===== src/adc_regs_params.svh =====
// Register offsets, field positions, masks and reset values of the mode and fast-detect bank.
`ifndef ADC_REGS_PARAMS_SVH
`define ADC_REGS_PARAMS_SVH

`define ADDR_PHASE_STATUS   15'h0129
`define ADDR_SYSREF_COUNT   15'h012a
`define ADDR_SYNC_SELECT    15'h01ff
`define ADDR_APP_SELECT     15'h0200
`define ADDR_DECIM_SELECT   15'h0201
`define ADDR_OFFSET_ADJUST  15'h0228
`define ADDR_PIN_CONTROL    15'h0245
`define ADDR_UPPER_LOW      15'h0247
`define ADDR_UPPER_HIGH     15'h0248
`define ADDR_LOWER_LOW      15'h0249
`define ADDR_LOWER_HIGH     15'h024a
`define ADDR_HOLD_LOW       15'h024b
`define ADDR_HOLD_HIGH      15'h024c
`define ADDR_MON_SYNC       15'h026f
`define ADDR_MON_CONTROL    15'h0270

`define RESET_BYTE          8'h00
`define READ_UNMAPPED       8'h00

`define MASK_SYNC_SELECT    8'h03
`define MASK_APP_SELECT     8'h23
`define MASK_DECIM_SELECT   8'h07
`define MASK_PIN_CONTROL    8'h0d
`define MASK_LIMIT_HIGH     8'h1f
`define MASK_MON_SYNC       8'h03
`define MASK_MON_CONTROL    8'h02

`define BIT_Q_IGNORE        5
`define BIT_PIN_ENABLE      0
`define BIT_FORCE_VALUE     2
`define BIT_FORCE_SELECT    3
`define BIT_PEAK_ENABLE     1
`define BIT_READ_FLAG       15

`define MODE_FULL_BW        2'h0
`define MODE_DDC0_ONLY      2'h1
`define MODE_DDC_BOTH       2'h2
`define DECIM_CODE_1        3'h0
`define DECIM_CODE_2        3'h1
`define DECIM_CODE_4        3'h2
`define DECIM_CODE_8        3'h3
`define PHASE_MASK          8'h0f

`define INSTR_LAST_BIT      5'h0f
`define DATA_FIRST_BIT      5'h10
`define DATA_LAST_BIT       5'h17
`define SAT_POS             14'h1fff
`define SAT_NEG             14'h2000

`endif


===== src/adc_regs_pkg.sv =====
// Types shared by the mode and fast-detect register bank.
package adc_regs_pkg;

    typedef enum logic [2:0] {
        PH_INSTR = 3'h1,
        PH_WRITE = 3'h2,
        PH_READ  = 3'h4
    } spi_phase_t;

    typedef enum logic [1:0] {
        MON_SYNC_OFF        = 2'h0,
        MON_SYNC_CONTINUOUS = 2'h1,
        MON_SYNC_ONE_SHOT   = 2'h2,
        MON_SYNC_RESERVED   = 2'h3
    } monitor_sync_t;

    typedef struct packed {
        logic          valid;
        logic [13:0]   data;
    } sample_t;

    typedef struct packed {
        logic          q_ignore;
        logic          full_bandwidth;
        logic          ddc0_enable;
        logic          ddc1_enable;
        logic [3:0]    decimation;
        logic          timestamp_sync;
        logic [12:0]   upper_limit;
        logic [12:0]   lower_limit;
        logic [15:0]   hold_time;
        monitor_sync_t monitor_sync;
        logic          peak_enable;
    } chip_mode_t;

    typedef struct packed {
        logic [1:0]  csb_sync;
        logic [1:0]  sclk_sync;
        logic [1:0]  sdi_sync;
        logic        sclk_prev;
        spi_phase_t  phase;
        logic [4:0]  bit_cnt;
        logic [15:0] shift_in;
        logic [14:0] addr;
        logic [7:0]  tx;
        logic        sdo;
        logic        sdo_oe_n;
        logic [7:0]  phase_status;
        logic [7:0]  sysref_count;
        logic [7:0]  sync_sel;
        logic [7:0]  app_sel;
        logic [7:0]  decim_sel;
        logic [7:0]  offset;
        logic [7:0]  pin_ctrl;
        logic [7:0]  upper_lo;
        logic [7:0]  upper_hi;
        logic [7:0]  lower_lo;
        logic [7:0]  lower_hi;
        logic [7:0]  hold_lo;
        logic [7:0]  hold_hi;
        logic [7:0]  mon_sync;
        logic [7:0]  mon_ctrl;
        logic        over_raw;
        logic [15:0] hold_cnt;
        logic        pin;
        sample_t     sample_out;
        chip_mode_t  mode;
    } bank_state_t;

endpackage


===== src/adc_chip_mode_fast_detect_regs.sv =====
// Serial-port register bank for chip mode, offset and fast overrange detection.
`timescale 1ns/1ps
`default_nettype none
`include "adc_regs_params.svh"

module adc_chip_mode_fast_detect_regs
    import adc_regs_pkg::*;
(
    input  wire logic       ref_clk,
    input  wire logic       reset,
    input  wire logic       ce,
    input  wire logic       spi_csb_n,
    input  wire logic       spi_sclk,
    input  wire logic       spi_sdio_in,
    output logic            spi_sdio_out,
    output logic            spi_sdio_oe_n,
    input  wire logic       sysref_captured,
    input  wire logic [3:0] sysref_lag,
    input  wire sample_t    sample_in,
    output sample_t         sample_adjusted,
    output logic            overrange_indicator_pin,
    output chip_mode_t      chip_mode
);

    bank_state_t st;
    bank_state_t next_st;

    function automatic logic [7:0] read_reg(input logic [14:0] a, input bank_state_t s);
        logic [7:0] d;
        d = `READ_UNMAPPED;
        case (a)
            `ADDR_PHASE_STATUS:  d = s.phase_status;
            `ADDR_SYSREF_COUNT:  d = s.sysref_count;
            `ADDR_SYNC_SELECT:   d = s.sync_sel;
            `ADDR_APP_SELECT:    d = s.app_sel;
            `ADDR_DECIM_SELECT:  d = s.decim_sel;
            `ADDR_OFFSET_ADJUST: d = s.offset;
            `ADDR_PIN_CONTROL:   d = s.pin_ctrl;
            `ADDR_UPPER_LOW:     d = s.upper_lo;
            `ADDR_UPPER_HIGH:    d = s.upper_hi;
            `ADDR_LOWER_LOW:     d = s.lower_lo;
            `ADDR_LOWER_HIGH:    d = s.lower_hi;
            `ADDR_HOLD_LOW:      d = s.hold_lo;
            `ADDR_HOLD_HIGH:     d = s.hold_hi;
            `ADDR_MON_SYNC:      d = s.mon_sync;
            `ADDR_MON_CONTROL:   d = s.mon_ctrl;
            default:             d = `READ_UNMAPPED;
        endcase
        return d;
    endfunction

    // Codes beyond divide-by-8 are not defined; they fall back to full rate.
    function automatic logic [3:0] decim_factor(input logic [2:0] code);
        logic [3:0] f;
        case (code)
            `DECIM_CODE_2: f = 4'h2;
            `DECIM_CODE_4: f = 4'h4;
            `DECIM_CODE_8: f = 4'h8;
            default:       f = 4'h1;
        endcase
        return f;
    endfunction

    logic [14:0] offset_sum;
    logic [13:0] sample_mag;
    logic        sclk_rise;
    logic        sclk_fall;
    logic [15:0] shifted;

    always_comb begin
        next_st = st;
        offset_sum = 15'h0000;
        sample_mag = 14'h0000;
        shifted = {st.shift_in[14:0], st.sdi_sync[1]};
        sclk_rise = st.sclk_sync[1] & ~st.sclk_prev;
        sclk_fall = ~st.sclk_sync[1] & st.sclk_prev;

        // Pins pass two flops; only the second stage feeds logic.
        next_st.csb_sync  = {st.csb_sync[0], spi_csb_n};
        next_st.sclk_sync = {st.sclk_sync[0], spi_sclk};
        next_st.sdi_sync  = {st.sdi_sync[0], spi_sdio_in};
        next_st.sclk_prev = st.sclk_sync[1];

        // Status registers track the capture logic on every cycle with ce high.
        next_st.phase_status = {4'h0, sysref_lag} & `PHASE_MASK;
        if (sysref_captured) begin
            next_st.sysref_count = st.sysref_count + 8'h01;
        end

        if (st.csb_sync[1]) begin
            // Deselect aborts any partial byte and releases the data line.
            next_st.phase    = PH_INSTR;
            next_st.bit_cnt  = 5'h00;
            next_st.sdo_oe_n = 1'b1;
        end else begin
            if (sclk_rise) begin
                next_st.shift_in = shifted;
                next_st.bit_cnt  = st.bit_cnt + 5'h01;
                case (st.phase)
                    PH_INSTR: begin
                        if (st.bit_cnt == `INSTR_LAST_BIT) begin
                            next_st.addr = shifted[14:0];
                            if (shifted[`BIT_READ_FLAG]) begin
                                next_st.phase    = PH_READ;
                                next_st.tx       = read_reg(shifted[14:0], st);
                                next_st.sdo      = next_st.tx[7];
                                next_st.sdo_oe_n = 1'b0;
                            end else begin
                                next_st.phase = PH_WRITE;
                            end
                        end
                    end
                    PH_WRITE: begin
                        if (st.bit_cnt == `DATA_LAST_BIT) begin
                            // Streaming: each further byte goes to the next address.
                            next_st.bit_cnt = `DATA_FIRST_BIT;
                            next_st.addr    = st.addr + 15'h0001;
                            case (st.addr)
                                `ADDR_SYNC_SELECT:   next_st.sync_sel = shifted[7:0] & `MASK_SYNC_SELECT;
                                `ADDR_APP_SELECT:    next_st.app_sel = shifted[7:0] & `MASK_APP_SELECT;
                                `ADDR_DECIM_SELECT:  next_st.decim_sel = shifted[7:0] & `MASK_DECIM_SELECT;
                                `ADDR_OFFSET_ADJUST: next_st.offset = shifted[7:0];
                                `ADDR_PIN_CONTROL:   next_st.pin_ctrl = shifted[7:0] & `MASK_PIN_CONTROL;
                                `ADDR_UPPER_LOW:     next_st.upper_lo = shifted[7:0];
                                `ADDR_UPPER_HIGH:    next_st.upper_hi = shifted[7:0] & `MASK_LIMIT_HIGH;
                                `ADDR_LOWER_LOW:     next_st.lower_lo = shifted[7:0];
                                `ADDR_LOWER_HIGH:    next_st.lower_hi = shifted[7:0] & `MASK_LIMIT_HIGH;
                                `ADDR_HOLD_LOW:      next_st.hold_lo = shifted[7:0];
                                `ADDR_HOLD_HIGH:     next_st.hold_hi = shifted[7:0];
                                `ADDR_MON_SYNC:      next_st.mon_sync = shifted[7:0] & `MASK_MON_SYNC;
                                `ADDR_MON_CONTROL:   next_st.mon_ctrl = shifted[7:0] & `MASK_MON_CONTROL;
                                default:             next_st.addr = st.addr + 15'h0001;
                            endcase
                        end
                    end
                    PH_READ: begin
                        if (st.bit_cnt == `DATA_LAST_BIT) begin
                            next_st.bit_cnt = `DATA_FIRST_BIT;
                            next_st.addr    = st.addr + 15'h0001;
                            next_st.tx      = read_reg(st.addr + 15'h0001, st);
                        end
                    end
                    default: begin
                        next_st.phase = PH_INSTR;
                    end
                endcase
            end
            // Read data changes on the falling edge so the master samples it stable.
            if (sclk_fall && st.phase == PH_READ) begin
                if (st.bit_cnt != `DATA_FIRST_BIT) begin
                    next_st.tx = {st.tx[6:0], 1'b0};
                end
                next_st.sdo = (st.bit_cnt != `DATA_FIRST_BIT) ? st.tx[6] : st.tx[7];
            end
        end

        // Offset is added with saturation so a large offset cannot wrap the code.
        next_st.sample_out.valid = sample_in.valid;
        offset_sum = {sample_in.data[13], sample_in.data}
                   + {{7{st.offset[7]}}, st.offset};
        if (offset_sum[14] != offset_sum[13]) begin
            next_st.sample_out.data = offset_sum[14] ? `SAT_NEG : `SAT_POS;
        end else begin
            next_st.sample_out.data = offset_sum[13:0];
        end

        // Hysteresis detector: set above upper, clear after dwell below lower.
        sample_mag = sample_in.data[13] ? (14'h0000 - sample_in.data) : sample_in.data;
        if (sample_in.valid) begin
            if (sample_mag > {1'b0, st.mode.upper_limit}) begin
                next_st.over_raw = 1'b1;
                next_st.hold_cnt = 16'h0000;
            end else if (st.over_raw && sample_mag < {1'b0, st.mode.lower_limit}) begin
                if (st.hold_cnt >= st.mode.hold_time) begin
                    next_st.over_raw = 1'b0;
                    next_st.hold_cnt = 16'h0000;
                end else begin
                    next_st.hold_cnt = st.hold_cnt + 16'h0001;
                end
            end else begin
                next_st.hold_cnt = 16'h0000;
            end
        end

        if (!st.pin_ctrl[`BIT_PIN_ENABLE]) begin
            next_st.pin = 1'b0;
        end else if (st.pin_ctrl[`BIT_FORCE_SELECT]) begin
            next_st.pin = st.pin_ctrl[`BIT_FORCE_VALUE];
        end else begin
            next_st.pin = st.over_raw;
        end

        // Decoded mode settles one cycle after the register write.
        next_st.mode.q_ignore       = st.app_sel[`BIT_Q_IGNORE];
        next_st.mode.full_bandwidth = (st.app_sel[1:0] == `MODE_FULL_BW);
        next_st.mode.ddc0_enable    = (st.app_sel[1:0] == `MODE_DDC0_ONLY)
                                    || (st.app_sel[1:0] == `MODE_DDC_BOTH);
        next_st.mode.ddc1_enable    = (st.app_sel[1:0] == `MODE_DDC_BOTH);
        next_st.mode.decimation     = decim_factor(st.decim_sel[2:0]);
        next_st.mode.timestamp_sync = st.sync_sel[0];
        next_st.mode.upper_limit    = {st.upper_hi[4:0], st.upper_lo};
        next_st.mode.lower_limit    = {st.lower_hi[4:0], st.lower_lo};
        next_st.mode.hold_time      = {st.hold_hi, st.hold_lo};
        next_st.mode.monitor_sync   = monitor_sync_t'(st.mon_sync[1:0]);
        next_st.mode.peak_enable    = st.mon_ctrl[`BIT_PEAK_ENABLE];
    end

    always_ff @(posedge ref_clk) begin
        if (reset) begin
            st                   <= '0;
            st.csb_sync          <= 2'h3;
            st.phase             <= PH_INSTR;
            st.sdo_oe_n          <= 1'b1;
            st.pin_ctrl          <= `RESET_BYTE;
            st.mon_ctrl          <= `RESET_BYTE;
            st.mode.full_bandwidth <= 1'b1;
            st.mode.decimation   <= 4'h1;
            st.mode.monitor_sync <= MON_SYNC_OFF;
        end else if (ce) begin
            st <= next_st;
        end
    end

    assign spi_sdio_out            = st.sdo;
    assign spi_sdio_oe_n           = st.sdo_oe_n;
    assign sample_adjusted         = st.sample_out;
    assign overrange_indicator_pin = st.pin;
    assign chip_mode               = st.mode;

endmodule // adc_chip_mode_fast_detect_regs

`default_nettype wire


===== config.mk =====
export PLATFORM = sky130hd
export DESIGN_NAME = adc_chip_mode_fast_detect_regs
export DESIGN_NICKNAME = d
export VERILOG_FILES = /design/src/adc_regs_pkg.sv /design/src/adc_chip_mode_fast_detect_regs.sv
export VERILOG_INCLUDE_DIRS = /design/src
export SDC_FILE = /design/constraint.sdc
export NUM_CORES = 1
export LEC_CHECK = 0
export BUFFER_PORTS_ARGS = -buffer_cell sky130_fd_sc_hd__buf_2
export CAP_MARGIN = 10
export CORE_MARGIN = 2
export CORE_UTILIZATION = 62
export CTS_CLUSTER_SIZE = 16
export DETAILED_ROUTE_END_ITERATION = 10
export PLACE_DENSITY = 0.86
export SLEW_MARGIN = 20
export SYNTH_ARGS = -nofsm -noshare
export SYNTH_HDL_FRONTEND = slang
export SYNTH_SLANG_ARGS = --single-unit

===== constraint.sdc =====
create_clock -name ref_clk -period 12.3 [get_ports ref_clk]
set_input_delay 1.845 -clock ref_clk [delete_from_list [all_inputs] [get_ports ref_clk]]
set_output_delay 1.845 -clock ref_clk [all_outputs]
set_load 0.005 [all_outputs]

After elaboration in Yosys (flattened, before gate mapping)
Index checks and enable logic that the tools add are counted.

cells by class
  bitwise logic cells = 5
  div/mod/pow operators = 0
  $mul = 0
  $lt $le $gt $ge = 3
  muxes and demuxes = 31
  shifts and indexed selects = 0
  eq/ne operators = 60
  reduce and logical (&&, ||, !) cells = 39
  $add $sub $neg = 6

operators by type and width
  kind                     number
  $eq A15 B10 Y1 const B   36
  $pmux W8 S15             2
  $eq A15 B9 Y1 const B    7
  $reduce_and A6 Y1        14
  $mux W49                 1
  $pmux W15 S3             1
  $mux W14                 3
  $mux W16                 2
  $mux W25                 1
  $mux W23                 1
  $reduce_bool A2 Y1       10
  $mux W17                 1
  $add A16 B1 Y16 const B  1
  $ge A16 B16 Y1           1
  $mux W8                  2
  $pmux W8 S2              1
  $add A14 B8 Y15          1
  $add A15 B1 Y15 const B  1
  $mux W15                 1
  $gt A14 B13 Y1           1
  $lt A14 B13 Y1           1
  $sub A1 B14 Y14 const A  1
  $pmux W4 S3              1
  $mux W10                 1
  32 further kinds         52

word-level totals
  latch bits = 0
  memories = 0
  logic and storage cells = 186
  bits in registers = 219
  bits of input ports = 26
  ROM bits = 0
  RAM bits = 0

Longest topological paths before layout
  word-level depth = 8
  depth in mapped cells = 14
  mapped depth without buffers = 13

Worst setup path after synthesis
No wires, ideal clock.

  path type = input port to flip-flop
  start point = input sample_in[5] (netlist bit)
  end point = register st[75] (netlist bit)
  setup slack = 7.148 ns
  buffers on the path = 1
  arrival time = 5.060 ns
  data required time = 12.208 ns
  cell stages on the path = 12
  path through = or4_1 or3_1 or3_1 o21ai_0 xnor2_1 ha_1 a21o_1 a2111oi_0 o2111a_1 nor3_1 clkbuf_1 nor4_1

between the ends
  word-level cells in the longest chain between the ends = 6

ends and longest elaborated chain
  item                    line                                   source
  start: declaration      adc_chip_mode_fast_detect_regs.sv:19   input wire sample_t sample_in,
  $sub A1 B14 Y14         adc_chip_mode_fast_detect_regs.sv:168  sample_mag = sample_in.data[13] ? (14'h0000 - sample_in.data) : sample_in.data;
  $mux W14 *              adc_chip_mode_fast_detect_regs.sv:168
  $lt A14 B13 Y1          adc_chip_mode_fast_detect_regs.sv:173  end else if (st.over_raw && sample_mag < {1'b0, st.mode.lower_limit}) begin
  $logic_and A1 B1 Y1     adc_chip_mode_fast_detect_regs.sv:173
  $mux W16                adc_chip_mode_fast_detect_regs.sv:173
  $mux W17 *              adc_chip_mode_fast_detect_regs.sv:170  if (sample_mag > {1'b0, st.mode.upper_limit}) begin
  end signal: assignment  adc_chip_mode_fast_detect_regs.sv:220  st <= next_st;
  end: declaration        adc_chip_mode_fast_detect_regs.sv:25   bank_state_t st;

Every way passes the cells marked *; elsewhere a longest branch is shown, timed or not.
A chain may end at the register's enable or synchronous reset.

Final worst setup path
  start point = input sample_in[5] (netlist bit)
  end point = register st[74] (netlist bit)

Same word-level chain as after synthesis.

==> results.tsv <==
stage	metric	value	unit
status	outcome	completed	
cts	clock-pin slew on the worst setup and hold paths	60	ps
die	Die Span X	154	um
timing	Finish-stage setup viols	0	
hold_path	Hold Crit Class	reg2reg	
timing	measured slew at the worst slew-check pin	1130	ps
critical_path	CP max stage cell	a21oi_1	
logic_synthesis	top cells by count, synth	dfxtp_1 (218), nand2_1 (185), nor2_1 (181)	
drt	drt pass-1 iters	8	
cts	setup bufs post-CTS	0	
power_and_ir_drop	Peak VDD IR	0.0000935	V
logic_synthesis	post-synthesis cell area	13900	sq um
drt	vias per cell	6.67	
cts	clock root buffer	clkbuf_16	
placed_design	dpl cells	1969	
die	# IOs	98	
logic_synthesis	Post-synth EDFFs	0	
cts	CTS Buf Count	24	
die	Initial Utilization	0.634	
logic_synthesis	gate count after technology mapping	1757	
cells_and_area	area grow syn2layout	6.00	%
timing	Setup Skew	20.4	ps
die	DIE AREA	23700	sq um
logic_synthesis	Mean Syn Cell Area	7.93	sq um
power_and_ir_drop	Leak	0.00551	uW
drt	DRT Wirelength	43.3	mm
placed_design	DPL Wire Length	31.1	mm
cells_and_area	layout cells sized above 1	0.106	
logic_synthesis	number of library cell types mapped by synthesis	82	
timing	endpoints failing hold	0	
timing	RSZ-0062 raised after global routing	no	
logic_synthesis	Post-Synth Adder-Cell Area	0.0719	
logic_synthesis	Yosys top cell by area	dfxtp_1	
cells_and_area	Nets	1810	
cts	clk sinks	218	
placed_design	PortBufs	97	
cts	clock latency on the worst-skew pair	540	ps
drt	Routed Antenna Nets	0	
logic_synthesis	Synth Area in Compound Gates	0.189	
drt	Avg WL per Cell	21.5	um
grt	gr busiest metal	met2	
timing	Final min period	5170	ps
grt	met3 GRT Util	0.0747	
logic_synthesis	main combinational cell family by area after synthesis	simple AND/OR/NAND/NOR gates	
cts	CTS H-tree lvls	1	
critical_path	crit-path leading delay family	simple AND/OR/NAND/NOR gates	
die	core area	22000	sq um
logic_synthesis	Synthesized Nets	1852	
timing	setup tns final	0	ps
die	Die Y	154	um
logic_synthesis	asr flop ratio synth	0	
grt	number of global-route vias before repair	12100	
placed_design	routability cong.	1.03	
critical_path	worst path required time	12680	ps
cts	CTS Hold Bufs	0	
grt	met1 Usage GRT	0.503	
critical_path	critical path class	in2reg	
grt	initial antenna violation count	1	
logic_synthesis	Synth area leaders	dfxtp_1 (31%), mux2i_1 (6.4%), ha_1 (6.1%), nand2_1 (5.0%), nor2_1 (4.9%)	
cts	TritonCTS clock tree	done	
power_and_ir_drop	PD cells	105	nW/um^2
die	Site Rows	54	
drt	DR vias	13400	
grt	M2 GR Usage	0.544	
critical_path	Setup crit start kind	input port	
critical_path	crit path capture type	register	
job	max-cap violations	0	
grt	first-pass GRT wire length	67.4	mm
logic_synthesis	multiplexer share of the synthesized area	0.0712	
cells_and_area	fin cells	2014	
timing	Final Cycle Share	0.420	
logic_synthesis	Simple-Gate Fraction of Synth Area	0.234	
critical_path	Worst Path Arrival	5540	ps
grt	GRT Residual Overflow	0	
critical_path	crit path cell chain	buf_2 -> or4_1 -> or3_1 -> or3_1 -> o31ai_1 -> xnor2_1 -> ha_1 -> nand3_1 -> nor4_1 -> o22ai_1 -> nand2_1 -> a21oi_1 -> nor4_1	
grt	largest net degree at the start of global routing	131	
logic_synthesis	dominant synthesized flop cell	dfxtp_1	
logic_synthesis	most frequent cell after synthesis	dfxtp_1	
cells_and_area	fill count	1824	
timing	Max Fclk	193	MHz
cts	Clock Path Buffers	3	
critical_path	CP bufs+invs	1	
drt	drt first-iter violations	1644	
logic_synthesis	register area share after synthesis	0.313	
timing	pins over their slew limit	0	
cts	CTS resizes	0	
critical_path	r2r setup slk	7960	ps
drt	DRC	0	
logic_synthesis	Synth Area in XOR/XNOR	0.0327	
logic_synthesis	flops & latches, synth	218	
critical_path	Slowest Stage Delay on Critical Path	820	ps
timing	Max-slew headroom	0.238	
logic_synthesis	Yosys top cell area share	0.313	
logic_synthesis	Ys Warns	0	
critical_path	Crit Path Max Fanout	14	
grt	GR Util All Layers	0.353	
==> final timing paths <==
kind / start / end / cells past startpoint
setup / recovery: sample_in[5] / st[74]$_SDFFE_PP0P_ / 13
hold / removal: next_st[262]$_SDFFE_PP1P_ / st[262]$_SDFFE_PP1P_ / 1
setup reg to reg: st[220]$_SDFFE_PP0P_ / st[213]$_SDFFE_PP0P_ / 8
hold reg to reg: next_st[262]$_SDFFE_PP1P_ / st[262]$_SDFFE_PP1P_ / 1
==> flip-flops by register name, summed over array words and instances, names as in the netlist <==
name and flops:
chip_mode 54, next_st 51, overrange_indicator_pin 1, spi_sdio_oe_n 1, sample_adjusted 15, shifted 16
st 79, spi_sdio_out 1
==> worst register-to-register path: stages, from the launching register on <==
cell     delay [ps]
dfxtp_1         920
nand4_1         440
nor4_1          660
nand4_1         230
a22oi_1         620
nand2_1         160
o31ai_1         560
o21ai_0         330
o31ai_1         320
==> area by class of cell <==
| cell class | instances | area, sq um | share of cell area |
|---|---|---|---|
| antenna | 1 | 2.50 | 0.000169 |
| clock buffer | 32 | 661 | 0.0447 |
| clock inverter | 12 | 133 | 0.00898 |
| inverter | 74 | 278 | 0.0188 |
| multi-input combinational | 1286 | 8380 | 0.567 |
| sequential | 218 | 4360 | 0.296 |
| tap | 280 | 350 | 0.0237 |
| timing repair buffer | 111 | 599 | 0.0406 |
==> cell families after synthesis <==
kind of cell | after synthesis
flip-flops | 218
adder cells (fa/ha/maj) | 82
XOR/XNOR | 52
AND/OR/NAND/NOR | 667
AO/OA/AOI/OAI | 387
multiplexers | 98
buffers and inverters | 253
==> placed cells by master (no fill, tap or decap), types with 24 or more instances in the layout <==
| master | count |
|---|---|
| xnor2_1 | 28 |
| nand3_1 | 53 |
| nor4_1 | 29 |
| clkbuf_16 | 24 |
| buf_2 | 95 |
| nand2b_1 | 27 |
| dfxtp_1 | 218 |
| ha_1 | 68 |
| inv_1 | 74 |
| nand2_1 | 185 |
| xor2_1 | 24 |
| nor2_1 | 181 |
| mux2i_1 | 89 |
| o21ai_0 | 52 |
| nor3_1 | 37 |
| a22oi_1 | 40 |
| a211oi_1 | 26 |
| a21oi_1 | 107 |
==> stage by stage <==
step	util	power [uW]	hold slack [ps]	setup WS (ps)	instance area (sq um)
global placement	0.635	832	452	6780	13900
global route	0.672	1590	501	6860	14800
floorplan	-	809	431	7150	13900
CTS	0.672	1550	478	7210	14700
detailed placement	0.635	835	467	6650	14000
finish	0.672	1540	478	7130	14800
==> power by group <==
group | internal [uW] | switching [uW] | total (uW)
logic | 39.6 | 63.9 | 103
clock network | 422 | 299 | 720
registers | 713 | 7.06 | 720
==> metal layers <==
layer  routed length, um  up-vias
met2               18700      790
met3                5140      130
li1                    -     6179
met5                   0        -
met1               18200     6327
met4                1330        0
Power figures use the tool's default switching activity.
